File: src/rxbb_params.svh
// timing, field and reset constants of the dual-path receive baseband
`ifndef RXBB_PARAMS_SVH
`define RXBB_PARAMS_SVH
`define RXBB_SAMPLE_W 8
`define RXBB_RSSI_W 8
`define RXBB_FOFS_W 8
`define RXBB_PAT_W 32
`define RXBB_PAT_LEN_W 6
`define RXBB_RSSI_DEPTH 16
`define RXBB_CRC_POLY 8'h07
`define RXBB_CRC_INIT 8'hff
`define RXBB_SYM_DIV 16'h0010
`endif

File: src/rxbb_pkg.sv
// types of the dual-path receive baseband
`include "rxbb_params.svh"
package rxbb_pkg;
  typedef enum logic [2:0] {
    RXBB_HUNT = 3'b001,
    RXBB_PAYLOAD = 3'b010,
    RXBB_HOLD = 3'b100
  } rxbb_state_e;

  typedef struct packed {
    logic [7:0] data;
    logic [7:0] crc;
    logic path;
    logic temp;
  } rxbb_byte_s;

  typedef struct packed {
    logic signal_ok;
    logic [`RXBB_FOFS_W-1:0] freqOffset;
    logic [`RXBB_RSSI_W-1:0] rssi;
  } rxbb_check_s;
endpackage

File: src/rxbb_baseband.sv
// dual-path receive baseband: demod, frame sync, byte buffer, path select, rssi store
// Function
// - one channel filter output drives both receive paths together
// - each path: ask/fsk demod with checks, pattern sync, byte buffer with crc
// - signal checks choose one path feeding data fifo and optional id check
// - rssi values pass a buffer into support fifo holding latest sixteen
// - each path shows its raw demodulated symbols on its own pin
// - decoded bits leave on a serial pin with a bit clock pin
// - each path reports frequency offset from centre frequency
// - when configured, temperature sensor result replaces received data
// - manchester takes two symbols per bit, nrz one symbol per bit
// - payload starts when configured start pattern of up to 32 symbols matches
`timescale 1ns/1ps
`default_nettype none
`include "rxbb_params.svh"
module rxbb_baseband
  import rxbb_pkg::*;
#(
  parameter int SAMPLE_W = `RXBB_SAMPLE_W,
  parameter int RSSI_DEPTH = `RXBB_RSSI_DEPTH
) (
  input wire logic mclk,
  input wire logic rst,
  input wire logic filtValid,
  input wire logic signed [SAMPLE_W-1:0] filtI,
  input wire logic signed [SAMPLE_W-1:0] filtQ,
  input wire logic [1:0] askMode,
  input wire logic [1:0] manchesterMode,
  input wire logic [1:0][`RXBB_PAT_W-1:0] frame_start_pattern,
  input wire logic [1:0][`RXBB_PAT_LEN_W-1:0] patternLen,
  input wire logic [1:0][`RXBB_RSSI_W-1:0] rssiThreshold,
  input wire logic idCheckEnable,
  input wire logic tempMode,
  input wire logic tempValid,
  input wire logic [7:0] tempData,
  input wire logic [3:0] rssiReadIdx,
  output logic [`RXBB_RSSI_W-1:0] rssiReadData,
  output logic [4:0] rssiCount,
  output logic [1:0] raw_demod_out_per_path,
  output logic decoded_serial_out,
  output logic decoded_bit_clock_out,
  output logic [1:0][`RXBB_FOFS_W-1:0] rx_freq_offset_per_path,
  output logic [1:0] pathLocked,
  output logic selPath,
  output logic fifoValid,
  input wire logic fifoReady,
  output rxbb_byte_s fifoByte,
  output logic idValid,
  output rxbb_byte_s idByte
);
  // crc-8 over one byte, used by both paths
  function automatic logic [7:0] crcByte(input logic [7:0] crc, input logic [7:0] d);
    logic [7:0] c;
    c = crc ^ d;
    for (int k = 0; k < 8; k++) begin
      c = c[7] ? ((c << 1) ^ `RXBB_CRC_POLY) : (c << 1);
    end
    return c;
  endfunction

  logic [1:0] byteDone;
  logic [1:0][7:0] byteData;
  logic [1:0][7:0] byteCrc;
  logic [1:0] sigOk;
  logic [1:0][`RXBB_RSSI_W-1:0] pathRssi;
  logic [1:0] decBit;
  logic [1:0] decStrobe;
  logic bufInReady;

  genvar p;
  generate
    for (p = 0; p < 2; p++) begin : gPath
      logic signed [SAMPLE_W-1:0] prevQ_q;
      logic [`RXBB_RSSI_W-1:0] mag;
      logic sym;
      logic [`RXBB_FOFS_W-1:0] fofs_q;
      logic [`RXBB_PAT_W-1:0] shift_q;
      logic [`RXBB_PAT_W-1:0] mask;
      rxbb_state_e state_q;
      logic half_q;
      logic firstSym_q;
      logic [2:0] bitCnt_q;
      logic [7:0] sh_q;
      logic [7:0] crc_q;
      logic [7:0] dat_q;
      logic done_q;
      logic bitStb;
      logic bitVal;

      // envelope and fm-discriminator demodulation from shared filter output
      assign mag = `RXBB_RSSI_W'((filtI[SAMPLE_W-1] ? -filtI : filtI) + (filtQ[SAMPLE_W-1] ? -filtQ : filtQ));
      assign sym = askMode[p] ? (mag > rssiThreshold[p]) : (filtQ > prevQ_q);
      always_ff @(posedge mclk or posedge rst) begin
        if (rst) begin
          prevQ_q <= '0;
          fofs_q <= '0;
        end else if (filtValid) begin
          prevQ_q <= filtQ;
          fofs_q <= `RXBB_FOFS_W'(filtQ - prevQ_q);
        end
      end
      assign sigOk[p] = (mag >= rssiThreshold[p]);
      assign pathRssi[p] = mag;
      assign rx_freq_offset_per_path[p] = fofs_q;

      // raw symbol pin
      always_ff @(posedge mclk or posedge rst) begin
        if (rst) raw_demod_out_per_path[p] <= 1'b0;
        else if (filtValid) raw_demod_out_per_path[p] <= sym;
      end

      // start pattern search then payload
      assign mask = (patternLen[p] >= `RXBB_PAT_LEN_W'(32)) ? '1 :
                    ((`RXBB_PAT_W'(1) << patternLen[p]) - `RXBB_PAT_W'(1));
      always_ff @(posedge mclk or posedge rst) begin
        if (rst) begin
          shift_q <= '0;
          state_q <= RXBB_HUNT;
        end else if (filtValid) begin
          shift_q <= {shift_q[`RXBB_PAT_W-2:0], sym};
          case (state_q)
            RXBB_HUNT: begin
              if ((({shift_q[`RXBB_PAT_W-2:0], sym} ^ frame_start_pattern[p]) & mask) == '0 && sigOk[p])
                state_q <= RXBB_PAYLOAD;
            end
            RXBB_PAYLOAD: begin
              if (!sigOk[p]) state_q <= RXBB_HUNT;
            end
            default: state_q <= RXBB_HUNT;
          endcase
        end
      end
      assign pathLocked[p] = (state_q == RXBB_PAYLOAD);

      // manchester pairs two symbols, nrz passes one
      assign bitStb = filtValid && pathLocked[p] && (!manchesterMode[p] || half_q);
      assign bitVal = manchesterMode[p] ? firstSym_q : sym;
      always_ff @(posedge mclk or posedge rst) begin
        if (rst) begin
          half_q <= 1'b0;
          firstSym_q <= 1'b0;
        end else if (filtValid && pathLocked[p]) begin
          half_q <= manchesterMode[p] ? !half_q : 1'b0;
          firstSym_q <= sym;
        end else if (!pathLocked[p]) begin
          half_q <= 1'b0;
        end
      end
      assign decBit[p] = bitVal;
      assign decStrobe[p] = bitStb;

      // one-byte buffer with crc
      always_ff @(posedge mclk or posedge rst) begin
        if (rst) begin
          bitCnt_q <= '0;
          sh_q <= '0;
          dat_q <= '0;
          crc_q <= `RXBB_CRC_INIT;
          done_q <= 1'b0;
        end else begin
          done_q <= 1'b0;
          if (!pathLocked[p]) begin
            bitCnt_q <= '0;
            crc_q <= `RXBB_CRC_INIT;
          end else if (bitStb) begin
            sh_q <= {sh_q[6:0], bitVal};
            bitCnt_q <= bitCnt_q + 3'd1;
            if (bitCnt_q == 3'd7) begin
              dat_q <= {sh_q[6:0], bitVal};
              crc_q <= crcByte(crc_q, {sh_q[6:0], bitVal});
              done_q <= 1'b1;
            end
          end
        end
      end
      assign byteDone[p] = done_q;
      assign byteData[p] = dat_q;
      assign byteCrc[p] = crc_q;
    end
  endgenerate

  // path selection by signal checks, held while selected path stays locked
  always_ff @(posedge mclk or posedge rst) begin
    if (rst) selPath <= 1'b0;
    else if (!pathLocked[selPath] && pathLocked[!selPath] && sigOk[!selPath]) selPath <= !selPath;
  end

  // decoded serial output with bit clock from selected path
  always_ff @(posedge mclk or posedge rst) begin
    if (rst) begin
      decoded_serial_out <= 1'b0;
      decoded_bit_clock_out <= 1'b0;
    end else begin
      decoded_bit_clock_out <= decStrobe[selPath];
      if (decStrobe[selPath]) decoded_serial_out <= decBit[selPath];
    end
  end

  // byte source: selected path or temperature sensor
  rxbb_byte_s inByte;
  logic inValid;
  always_comb begin
    if (tempMode) begin
      inValid = tempValid;
      inByte = '{data: tempData, crc: 8'h00, path: 1'b0, temp: 1'b1};
    end else begin
      inValid = byteDone[selPath];
      inByte = '{data: byteData[selPath], crc: byteCrc[selPath], path: selPath, temp: 1'b0};
    end
  end

  // two-entry buffer toward data fifo; a full buffer drops the arriving byte
  rxbb_byte_s buf_q [2];
  logic [1:0] cnt_q;
  logic rdPtr_q;
  logic wrPtr_q;
  logic push;
  logic pop;
  assign bufInReady = (cnt_q != 2'd2);
  assign push = inValid && bufInReady;
  assign pop = fifoValid && fifoReady;
  assign fifoValid = (cnt_q != 2'd0);
  assign fifoByte = buf_q[rdPtr_q];
  always_ff @(posedge mclk or posedge rst) begin
    if (rst) begin
      buf_q[0] <= '0;
      buf_q[1] <= '0;
      cnt_q <= '0;
      rdPtr_q <= 1'b0;
      wrPtr_q <= 1'b0;
    end else begin
      if (push) begin
        buf_q[wrPtr_q] <= inByte;
        wrPtr_q <= !wrPtr_q;
      end
      if (pop) rdPtr_q <= !rdPtr_q;
      cnt_q <= cnt_q + {1'b0, push} - {1'b0, pop};
    end
  end

  // copy to id check when enabled
  always_ff @(posedge mclk or posedge rst) begin
    if (rst) begin
      idValid <= 1'b0;
      idByte <= '0;
    end else begin
      idValid <= push && idCheckEnable && !inByte.temp;
      if (push) idByte <= inByte;
    end
  end

  // rssi buffer then circular support store of latest sixteen
  logic [RSSI_DEPTH-1:0][`RXBB_RSSI_W-1:0] rssiMem_q;
  logic [3:0] rssiWr_q;
  logic [`RXBB_RSSI_W-1:0] rssiBuf_q;
  logic rssiBufV_q;
  always_ff @(posedge mclk or posedge rst) begin
    if (rst) begin
      rssiBuf_q <= '0;
      rssiBufV_q <= 1'b0;
    end else begin
      rssiBufV_q <= byteDone[selPath] && !tempMode;
      if (byteDone[selPath]) rssiBuf_q <= pathRssi[selPath];
    end
  end
  always_ff @(posedge mclk or posedge rst) begin
    if (rst) begin
      rssiMem_q <= '0;
      rssiWr_q <= '0;
      rssiCount <= '0;
    end else if (rssiBufV_q) begin
      rssiMem_q[rssiWr_q] <= rssiBuf_q;
      rssiWr_q <= rssiWr_q + 4'd1;
      if (rssiCount != 5'(RSSI_DEPTH)) rssiCount <= rssiCount + 5'd1;
    end
  end
  // index 0 is the newest value
  always_ff @(posedge mclk or posedge rst) begin
    if (rst) rssiReadData <= '0;
    else rssiReadData <= rssiMem_q[rssiWr_q - 4'd1 - rssiReadIdx];
  end
endmodule
`default_nettype wire

File: config.mk
export PLATFORM = sky130hd
export DESIGN_NAME = rxbb_baseband
export DESIGN_NICKNAME = d
export VERILOG_FILES = /design/src/rxbb_pkg.sv /design/src/rxbb_baseband.sv
export VERILOG_INCLUDE_DIRS = /design/src
export SDC_FILE = /design/constraint.sdc
export NUM_CORES = 1
export LEC_CHECK = 0
export ABC_AREA = 1
export BUFFER_PORTS_ARGS = -buffer_cell sky130_fd_sc_hd__buf_2
export CELL_PAD_IN_SITES_DETAIL_PLACEMENT = 2
export CELL_PAD_IN_SITES_GLOBAL_PLACEMENT = 2
export CORE_MARGIN = 5
export CORE_UTILIZATION = 30
export CTS_CLUSTER_SIZE = 25
export DETAILED_ROUTE_END_ITERATION = 6
export PLACE_DENSITY = 0.68
export SLEW_MARGIN = 20
export SYNTH_ARGS = -nofsm -noshare
export SYNTH_HDL_FRONTEND = slang
export SYNTH_SLANG_ARGS = --single-unit
File: constraint.sdc
create_clock -name mclk -period 17.6 [get_ports mclk]
set_clock_uncertainty 0.05 [all_clocks]
set_input_delay 3.52 -clock mclk [delete_from_list [all_inputs] [get_ports mclk]]
set_output_delay 3.52 -clock mclk [all_outputs]
set_load 0.1 [all_outputs]
==> impl_metrics.tcl, run 1 <==
set metrics [dict create \
    combPwrFrac_pct 37.2 \
    drt_wl_total_mm 71.3 \
    seqPwrFrac_pct 32.3 \
    r2r-start "selPath" \
    first_global_vias 20300 \
    synth_ff_type "dfrtp_1" \
    ys_seq_elements 356 \
    final_util_pct 35.3 \
    grt.total_usage_pct 19.7 \
    drc_errors 0 \
    clockRootBuffer "clkbuf_16" \
    ioPinCount 205 \
    mostFrequentLayoutCells "792 x nand2_1, 337 x dfrtp_1, 328 x o21ai_0" \
    synth-seq-area-share_pct 44.8 \
    start_kind "input port" \
    grt_start_max_net_pins 173 \
    dr.pass1.iters 4 \
    postSynthAreaPerCell_sq_um 7.63 \
    cts_hold_buffers 0 \
    portBuffers 204 \
    status "complete, no violations" \
    fill_cells 7730 \
    dp_hpwl_mm 51.0 \
    synth.distinct_cells 51 \
    cts.sinks 356 \
    synth_edf_count 0 \
    cts_tree "built" \
    async_flop_share_pct 100 \
    ys_warn_count 0 \
    routabilityCongestion 0.819 \
    cts_buffers 47 \
    final_nets 2946 \
    path_clk_slew_ns 0.06 \
    clock_path_buffers 3 \
    postRouteAntennaNets 0 \
    min_from "idByte[7]" \
    wl_per_cell_microns 19.4 \
    htree_levels 2 \
    peakVddDrop_uv 82.2 \
    grt_remaining_overflow 0 \
    hold_class "reg -> reg" \
    fin_crit_ns 7.15 \
    worst_pin_slew_ns 0.988 \
    dieArea_sq_mm 0.0717 \
    antenna_found_initial 12 \
    power_density_mw_per_mm2 139 \
    core_sq_mm 0.0659 \
    p_leak_nw 12.1 \
    synth_nets 2799 \
    setup-tns-final_ns 0 \
    p_clk_share_pct 30.5 \
    clk_latency_ns 0.60 \
    worstSetupEndpointType "flop" \
    p_sw_mw 1.42 \
    rsz0062_at_grt "no" \
    vias 18100 \
    setup_viol 0 \
    drive_gt1_share_pct 13.6 \
    critPathLaunch "filtQ[1]" \
    rows 94 \
    path_max_fanout 4 \
    syn_area_sq_mm 0.0199 \
    slew_viol_final 0 \
    internal_power_mw 1.80 \
    routed_via_density 4.94 \
    first_iter_violations 734 \
    slew_headroom_pct 34.1 \
    die_y_microns 268 \
    maxCapViolations 0 \
    cp.required_ns 18.09 \
    area_delta_synth_final_pct 16.6 \
    postCtsSetupBuffers 0 \
    start_util_pct 30.3 \
    arrival_ns 7.64 \
    synth_cells 2615 \
    p_sw_share_pct 44.1 \
    cts_resized 0 \
    fmax_mhz 140 \
    period_share_pct 40.6 \
    hold_viol 0 \
    worstSetupPathType "in -> reg" \
    dieWidth_microns 268 \
    final_common_cell "nand2_1" \
    grt_pass1_wl_mm 114 \
]
[power by group through the flow]
stage                     Sequential [mW]  Clock (mW)  Combinational (mW)
final                                1.04       0.984                1.20
after global routing                 1.06        1.05                1.30
after global placement               1.05           0                1.18
after CTS                            1.05        1.02                1.22
after detailed placement             1.06           0                1.21
after floorplan                      1.23           0               0.757
[sequential cells by signal, indices dropped and copies added, names as in the netlist, 2 cells and up]
name and count:
gPath.fofs_q 8, idByte 18, buf_q 36, gPath.dat_q 16
gPath.sh_q 14, rssiMem_q 128, gPath.state_q 4, cnt_q 2
gPath.shift_q 62, gPath.half_q 2, gPath.done_q 2, rssiWr_q 4
rssiReadData 8, gPath.firstSym_q 2, gPath.bitCnt_q 6, gPath.crc_q 16
rssiBuf_q 8, rssiCount 5, gPath.prevQ_q 8
[routing by layer]
metal	track usage, %	wire (microns)	up-vias
li1	-	-	8709
met1	26.1	32600	9131
met4	3.69	1160	14
met3	3.29	2600	84
met2	34.3	34900	207
met5	0	84	-
[cells in the mapped netlist (8+ instances only)]
cell type | count | area share (%)
a21oi_1 | 70 | 1.8
xnor2_1 | 47 | 2.1
ha_1 | 50 | 3.1
nand4_1 | 42 | 1.3
mux2_2 | 8 | 0.45
dfstp_2 | 18 | 2.4
o21ai_0 | 328 | 8.2
nand2b_1 | 8 | 0.25
buf_1 | 10 | 0.19
a31oi_1 | 10 | 0.31
nor2_1 | 236 | 4.4
buf_2 | 11 | 0.28
nor3_1 | 14 | 0.35
clkbuf_1 | 78 | 1.5
o22ai_1 | 24 | 0.75
inv_1 | 217 | 4.1
dfrtp_1 | 338 | 42
nand2_2 | 9 | 0.28
xor2_1 | 81 | 3.6
buf_4 | 17 | 0.64
nand3_1 | 111 | 2.8
nor2_2 | 13 | 0.41
nand2_1 | 792 | 15
[final timing paths]
check	end	slack, ns	cells after the start
worst min register to register	idByte[7]	0.42	2
worst max-delay path	gPath[1].crc_q[2]	10.45	28
worst min-delay path	idByte[7]	0.42	2
max in group asynchronous	rssiMem_q[82]	12.88	5
min in group asynchronous	idByte[0]	2.85	2
worst max register to register	buf_q[0]	13.10	12
[area by class of cell]
type | instances | area [sq um] | share of cell area (%)
multi-input combinational | 1913 | 9610 | 41.3
sequential | 356 | 8930 | 38.4
clock buffer | 69 | 1370 | 5.89
timing repair buffer | 219 | 1190 | 5.10
tap | 864 | 1080 | 4.65
inverter | 225 | 853 | 3.67
clock inverter | 19 | 209 | 0.899
antenna | 5 | 12.5 | 0.0538
[cells by family after synthesis]
| logic type | after synthesis | synth area share, % |
|---|---|---|
| xor+xnor | 128 | 5.62 |
| fa+ha+maj | 53 | 3.44 |
| simple gates | 1259 | 26.3 |
| buf+inv | 346 | 7.09 |
| compound gates | 465 | 12.3 |
| mux | 8 | 0.452 |
| flops | 356 | 44.8 |
[worst max-delay path: stages]
cell and delay [ns]:
buf_2 0.12, inv_1 0.11, ha_1 0.17, inv_1 0.05
nor3_1 0.22, nor2_1 0.09, xor2_1 0.15, ha_1 0.31
inv_1 0.07, o21bai_1 0.27, nand2_1 0.08, nand2_1 0.07
a21oi_1 0.07, xnor2_1 0.34, ha_1 0.33, a21oi_1 0.15
o21a_1 0.16, nand2_1 0.06, nand2_1 0.06, nand2_1 0.06
nand2_1 0.17, nand2_1 0.10, o21ai_2 0.10, xor2_1 0.23
xor2_1 0.25, xor2_1 0.18, nand2_1 0.07, nand2_1 0.06
[stage by stage]
| stage | cells | power (mW) | hold WS (ns) | area, sq um | setup WS [ns] |
|---|---|---|---|---|---|
| CTS | 3663 | 3.29 | 0.423 | 23200 | 10.40 |
| detailed placement | 3575 | 2.27 | 0.409 | 21600 | 9.80 |
| floorplan | 2615 | 1.98 | 0.392 | 19900 | 4.18 |
| finish | 3670 | 3.23 | 0.418 | 23300 | 10.45 |
| global route | 3667 | 3.42 | 0.450 | 23200 | 9.95 |
| global placement | 3575 | 2.23 | 0.402 | 21600 | 10.11 |
(Power assumes the default switching activity.)
==> inputs of run 2 (changes only) <==
Clock period 17.6 ns to 7.2 ns, I/O delays scaled along.
==> impl_metrics.tcl, run 2 (same netlist as run 1, synthesis figures left out) <==
set metrics [dict create \
    status "complete, no violations" \
    max_flop_register "rssiMem_q" \
    hold_class "reg -> reg" \
    ioPinCount 205 \
    p_leak_nw 12.0 \
    p_total_mw 7.82 \
    cp.required_ns 7.69 \
    grt_start_max_net_pins 160 \
    r2r_cells 11 \
    worstSetupPathType "in -> reg" \
    dieWidth_microns 268 \
    arrival_ns 5.45 \
    die_y_microns 268 \
    clockRootBuffer "clkbuf_16" \
    top_regs "rssiMem_q x128, gPath.shift_q x62, buf_q x36" \
    path_clk_slew_ns 0.05 \
    cts_resized 0 \
    core_sq_mm 0.0659 \
    first_iter_violations 680 \
    mostFrequentLayoutCells "792 x nand2_1, 337 x dfrtp_1, 328 x o21ai_0" \
    grt.total_usage_pct 19.7 \
    first_global_vias 20300 \
    worstHoldEndpoint "idByte[1]" \
    dp_hpwl_mm 51.8 \
    antenna_found_initial 15 \
    cts_tree "built" \
    wl_per_cell_microns 19.4 \
    grt_pass1_wl_mm 113 \
    cts_buffers 46 \
    fmax_mhz 201 \
    layout.cells.non_filler 3667 \
    routed_via_density 4.96 \
    reg2reg_to "buf_q[0]" \
    clock_path_buffers 3 \
    drc_errors 0 \
    dr.pass1.iters 5 \
    rows 94 \
    start_util_pct 30.3 \
    fin_crit_ns 4.97 \
    setup_viol 0 \
    min_from "idByte[1]" \
    clk_latency_ns 0.61 \
    drt_wl_total_mm 71.3 \
    maxCapViolations 0 \
    htree_levels 2 \
    rsz0062_at_grt "no" \
    portBuffers 204 \
    worst_pin_slew_ns 1.08 \
    r2r-start "selPath" \
    power_density_mw_per_mm2 338 \
    area_delta_synth_final_pct 16.0 \
    cts.sinks 356 \
    dieArea_sq_mm 0.0717 \
    final_nets 2945 \
    slew_headroom_pct 27.9 \
    period_share_pct 69.0 \
    worstSetupEndpointType "flop" \
    postCtsSetupBuffers 0 \
    largest_register_ffs 128 \
    postRouteAntennaNets 0 \
    slew_viol_final 0 \
    peakVddDrop_uv 239 \
    final_common_cell "nand2_1" \
    grt_remaining_overflow 0 \
    start_kind "input port" \
    setup-tns-final_ns 0 \
    r2r_slack_ns 2.64 \
    cts_hold_buffers 0 \
    place_inst 3577 \
    drive_gt1_share_pct 13.2 \
    routabilityCongestion 0.835 \
    path_max_fanout 4 \
    hold_viol 0 \
    vias 18200 \
    hold_path_depth 2 \
]
==> run 2: changes by cell type in the layout (fill, tap and decap cells not counted), sizes merged <==
| cell | delta |
|---|---|
| bufinv | +1 |
| diode | -1 |
| clkinvlp | +1 |
| clkinv | -3 |
| inv | -1 |
==> run 2: area by class of cell <==
cell class	count	area (sq um)
clock inverter	17	238
sequential	356	8930
multi-input combinational	1913	9610
inverter	225	848
tap	864	1080
clock buffer	69	1280
antenna	4	10.0
fill	7690	42700
timing repair buffer	219	1150
==> run 2: layer usage <==
metal / track usage [%] / wire length, microns
met5: 0 / 153
met3: 3.78 / 2860
met4: 3.94 / 1160
met1: 25.2 / 31700
met2: 34.9 / 35400
==> run 2: worst max path at each step <==
stage | start | to | slack [ns] | cells after the start
6_report | filtQ[1] | gPath[1].crc_q[2] | 2.23 | 28
4_1_cts | filtQ[1] | gPath[1].crc_q[2] | 2.22 | 28
2_1_floorplan | rst | buf_q[0] | 0.95 | 1
5_1_grt | filtQ[1] | gPath[1].crc_q[2] | 1.75 | 28
3_3_place_gp | filtQ[1] | gPath[1].crc_q[2] | 1.79 | 29
3_5_place_dp | filtQ[1] | gPath[0].crc_q[2] | 1.60 | 29
==> run 2: metrics by stage <==
stage | area (sq um) | hold slack, ns | util [%] | worst slack (ns)
2_1_floorplan | 19900 | 0.392 | - | 0.954
3_3_place_gp | 21600 | 0.401 | 32.8 | 1.79
3_5_place_dp | 21600 | 0.406 | 32.8 | 1.60
4_1_cts | 23100 | 0.420 | 35.1 | 2.22
5_1_grt | 23100 | 0.437 | 35.1 | 1.75
6_report | 23100 | 0.416 | 35.1 | 2.23
==> run 2: where the power goes <==
| part | total [mW] | switching (mW) | leakage, nW | internal [mW] |
|---|---|---|---|---|
| Sequential | 2.57 | 0.261 | 4.65 | 2.31 |
| Combinational | 2.90 | 2.24 | 6.67 | 0.662 |
| Clock | 2.35 | 0.967 | 0.732 | 1.38 |
| Total | 7.82 | 3.47 | 12.0 | 4.35 |
==> run 2: worst max-delay path, stage by stage <==
cell      delay [ns]
buf_2           0.13
inv_1           0.11
ha_1            0.16
inv_1           0.05
nor3_1          0.22
nor2_1          0.09
xor2_1          0.16
ha_1            0.32
inv_1           0.06
o21bai_1        0.21
nand2_1         0.07
nand2_1         0.06
a21oi_1         0.07
xnor2_1         0.29
ha_1            0.31
a21oi_1         0.16
o21a_1          0.17
nand2_1         0.06
nand2_1         0.06
nand2_1         0.07
nand2_1         0.17
nand2_1         0.10
o21ai_2         0.11
xor2_1          0.25
xor2_1          0.24
xor2_1          0.17
nand2_1         0.07
nand2_1         0.07
==> inputs of run 3 (changes only) <==
Settings changed: PLACE_DENSITY 0.68 to 0.71.
Clock period 7.2 ns to 4.49 ns, I/O delays scaled along.
==> impl_metrics.tcl, run 3 (same netlist as run 1, synthesis figures left out) <==
set metrics [dict create \
    drc_errors 0 \
    antenna_found_initial 19 \
    worstSetupPathType "in -> reg" \
    p_leak_nw 12.2 \
    peakVddDrop_uv 486 \
    core_sq_mm 0.0659 \
    drive_gt1_share_pct 15.1 \
    grt_start_max_net_pins 99 \
    critPathLaunch "filtI[1]" \
    grt_pass1_wl_mm 116 \
    setup_viol 0 \
    clockRootBuffer "clkbuf_16" \
    worst_pin_slew_ns 0.936 \
    layout.cells.non_filler 3704 \
    first_global_vias 20600 \
    area_delta_synth_final_pct 17.8 \
    max_flop_register "rssiMem_q" \
    setup-tns-final_ns 0 \
    multiInputGateArea_sq_mm 0.00973 \
    max_stage_delay_ns 0.31 \
    wl_per_cell_microns 19.7 \
    status "complete, no violations" \
    final-seq-area_sq_mm 0.00893 \
    start_util_pct 30.3 \
    routed_via_density 5.00 \
    cts_hold_buffers 0 \
    clock_path_buffers 3 \
    r2r_cells 14 \
    top_regs "rssiMem_q x128, gPath.shift_q x62, buf_q x36" \
    dp_slack_ns -0.470 \
    r2r_slack_ns 1.07 \
    hold_class "reg -> reg" \
    vias 18500 \
    slew_viol_final 0 \
    maxCapViolations 0 \
    worstSetupEndpointType "flop" \
    postRouteAntennaNets 0 \
    arrival_ns 4.67 \
    grt.total_usage_pct 20.1 \
    r2r-start "selPath" \
    slew_headroom_pct 37.6 \
    final_area_sq_mm 0.0235 \
    period_share_pct 95.0 \
    cts_buffers 44 \
    min_from "idByte[1]" \
    die_y_microns 268 \
    place_area_sq_mm 0.0219 \
    cts.sinks 356 \
    first_iter_violations 716 \
    dp_hpwl_mm 53.7 \
    crit_end "gPath[0].state_q[1]" \
    htree_levels 2 \
    cp_common_cell "nand2_1" \
    drt_wl_total_mm 73.1 \
    path_max_fanout 3 \
    dr.pass1.iters 5 \
    cp.required_ns 4.90 \
    fin_crit_ns 4.27 \
    slowest_stage "ha_1" \
    p_total_mw 12.5 \
    rows 94 \
    mostFrequentLayoutCells "788 x nand2_1, 337 x dfrtp_1, 327 x o21ai_0" \
    clk_latency_ns 0.59 \
    place_inst 3613 \
    path_clk_slew_ns 0.05 \
    largest_register_ffs 128 \
    reg2reg_to "buf_q[27]" \
    fmax_mhz 234 \
    ioPinCount 205 \
    dieWidth_microns 268 \
    setup_slack_ns 0.224 \
    start_kind "input port" \
    routabilityCongestion 0.846 \
    power_density_mw_per_mm2 531 \
    portBuffers 204 \
    dieArea_sq_mm 0.0717 \
    final_common_cell "nand2_1" \
    hold_path_depth 2 \
    cts_tree "built" \
    fill_cells 7690 \
    final_nets 2982 \
    grt_remaining_overflow 0 \
    hold_viol 0 \
]
[run 3: cell count changes in the layout (fill, tap and decap cells not counted), sizes merged]
| cell | change |
|---|---|
| inv | -2 |
| bufinv | -4 |
| clkinv | +1 |
| diode | +4 |
| clkbuf | -1 |
| buf | +39 |
[run 3: worst min path at each step]
stage | to | slack (ns)
after floorplan | gPath[0].state_q[1] | 0.39
after global placement | idByte[0] | 0.40
after detailed placement | idByte[8] | 0.41
after CTS | gPath[1].shift_q[25] | 0.43
after global routing | gPath[0].state_q[0] | 0.45
final | idByte[1] | 0.42
[run 3: final cells by class]
class                   instances  share of cell area, %
flip-flops and latches        356                   38.0
diodes                          8                 0.0852
multi-input cells            1913                   41.4
repair buffers                258                   6.34
clock buffers                  68                   5.46
inverters                     225                   3.61
clock inverters                12                  0.431
well taps                     864                   4.60
[run 3: report_power, final]
group / internal [mW] / leakage (nW) / switching, mW
logic: 1.19 / 6.90 / 3.73
registers: 3.70 / 4.65 / 0.389
clock network: 1.97 / 0.674 / 1.49
[run 3: repair_timing]
action,CTS,global route
setup buffers,0,3
resized for setup,0,24
setup endpoints to repair,0,8
[run 3: routing by layer]
| metal | track usage, % | vias to the layer above | wire, microns | share of wire [%] |
|---|---|---|---|---|
| met1 | 25.9 | 9356 | 32600 | 45 |
| met3 | 3.46 | 112 | 2610 | 3.6 |
| li1 | - | 8787 | - | - |
| met2 | 35.2 | 237 | 36100 | 49 |
| met4 | 5.23 | 14 | 1790 | 2.4 |
| met5 | 0 | - | 83 | 0.11 |
[run 3: critical path: cells and delay by family]
kind	cells	cell delay, ns
simple gates	17	1.57
xor+xnor	2	0.43
compound gates	4	0.58
buf+inv	5	0.42
fa+ha+maj	3	0.75
[run 3: metrics by stage]
stage,utilization (%),hold slack (ns)
2_1_floorplan,-,0.392
3_3_place_gp,33.3,0.399
3_5_place_dp,33.3,0.413
4_1_cts,35.4,0.426
5_1_grt,35.6,0.451
6_report,35.7,0.418
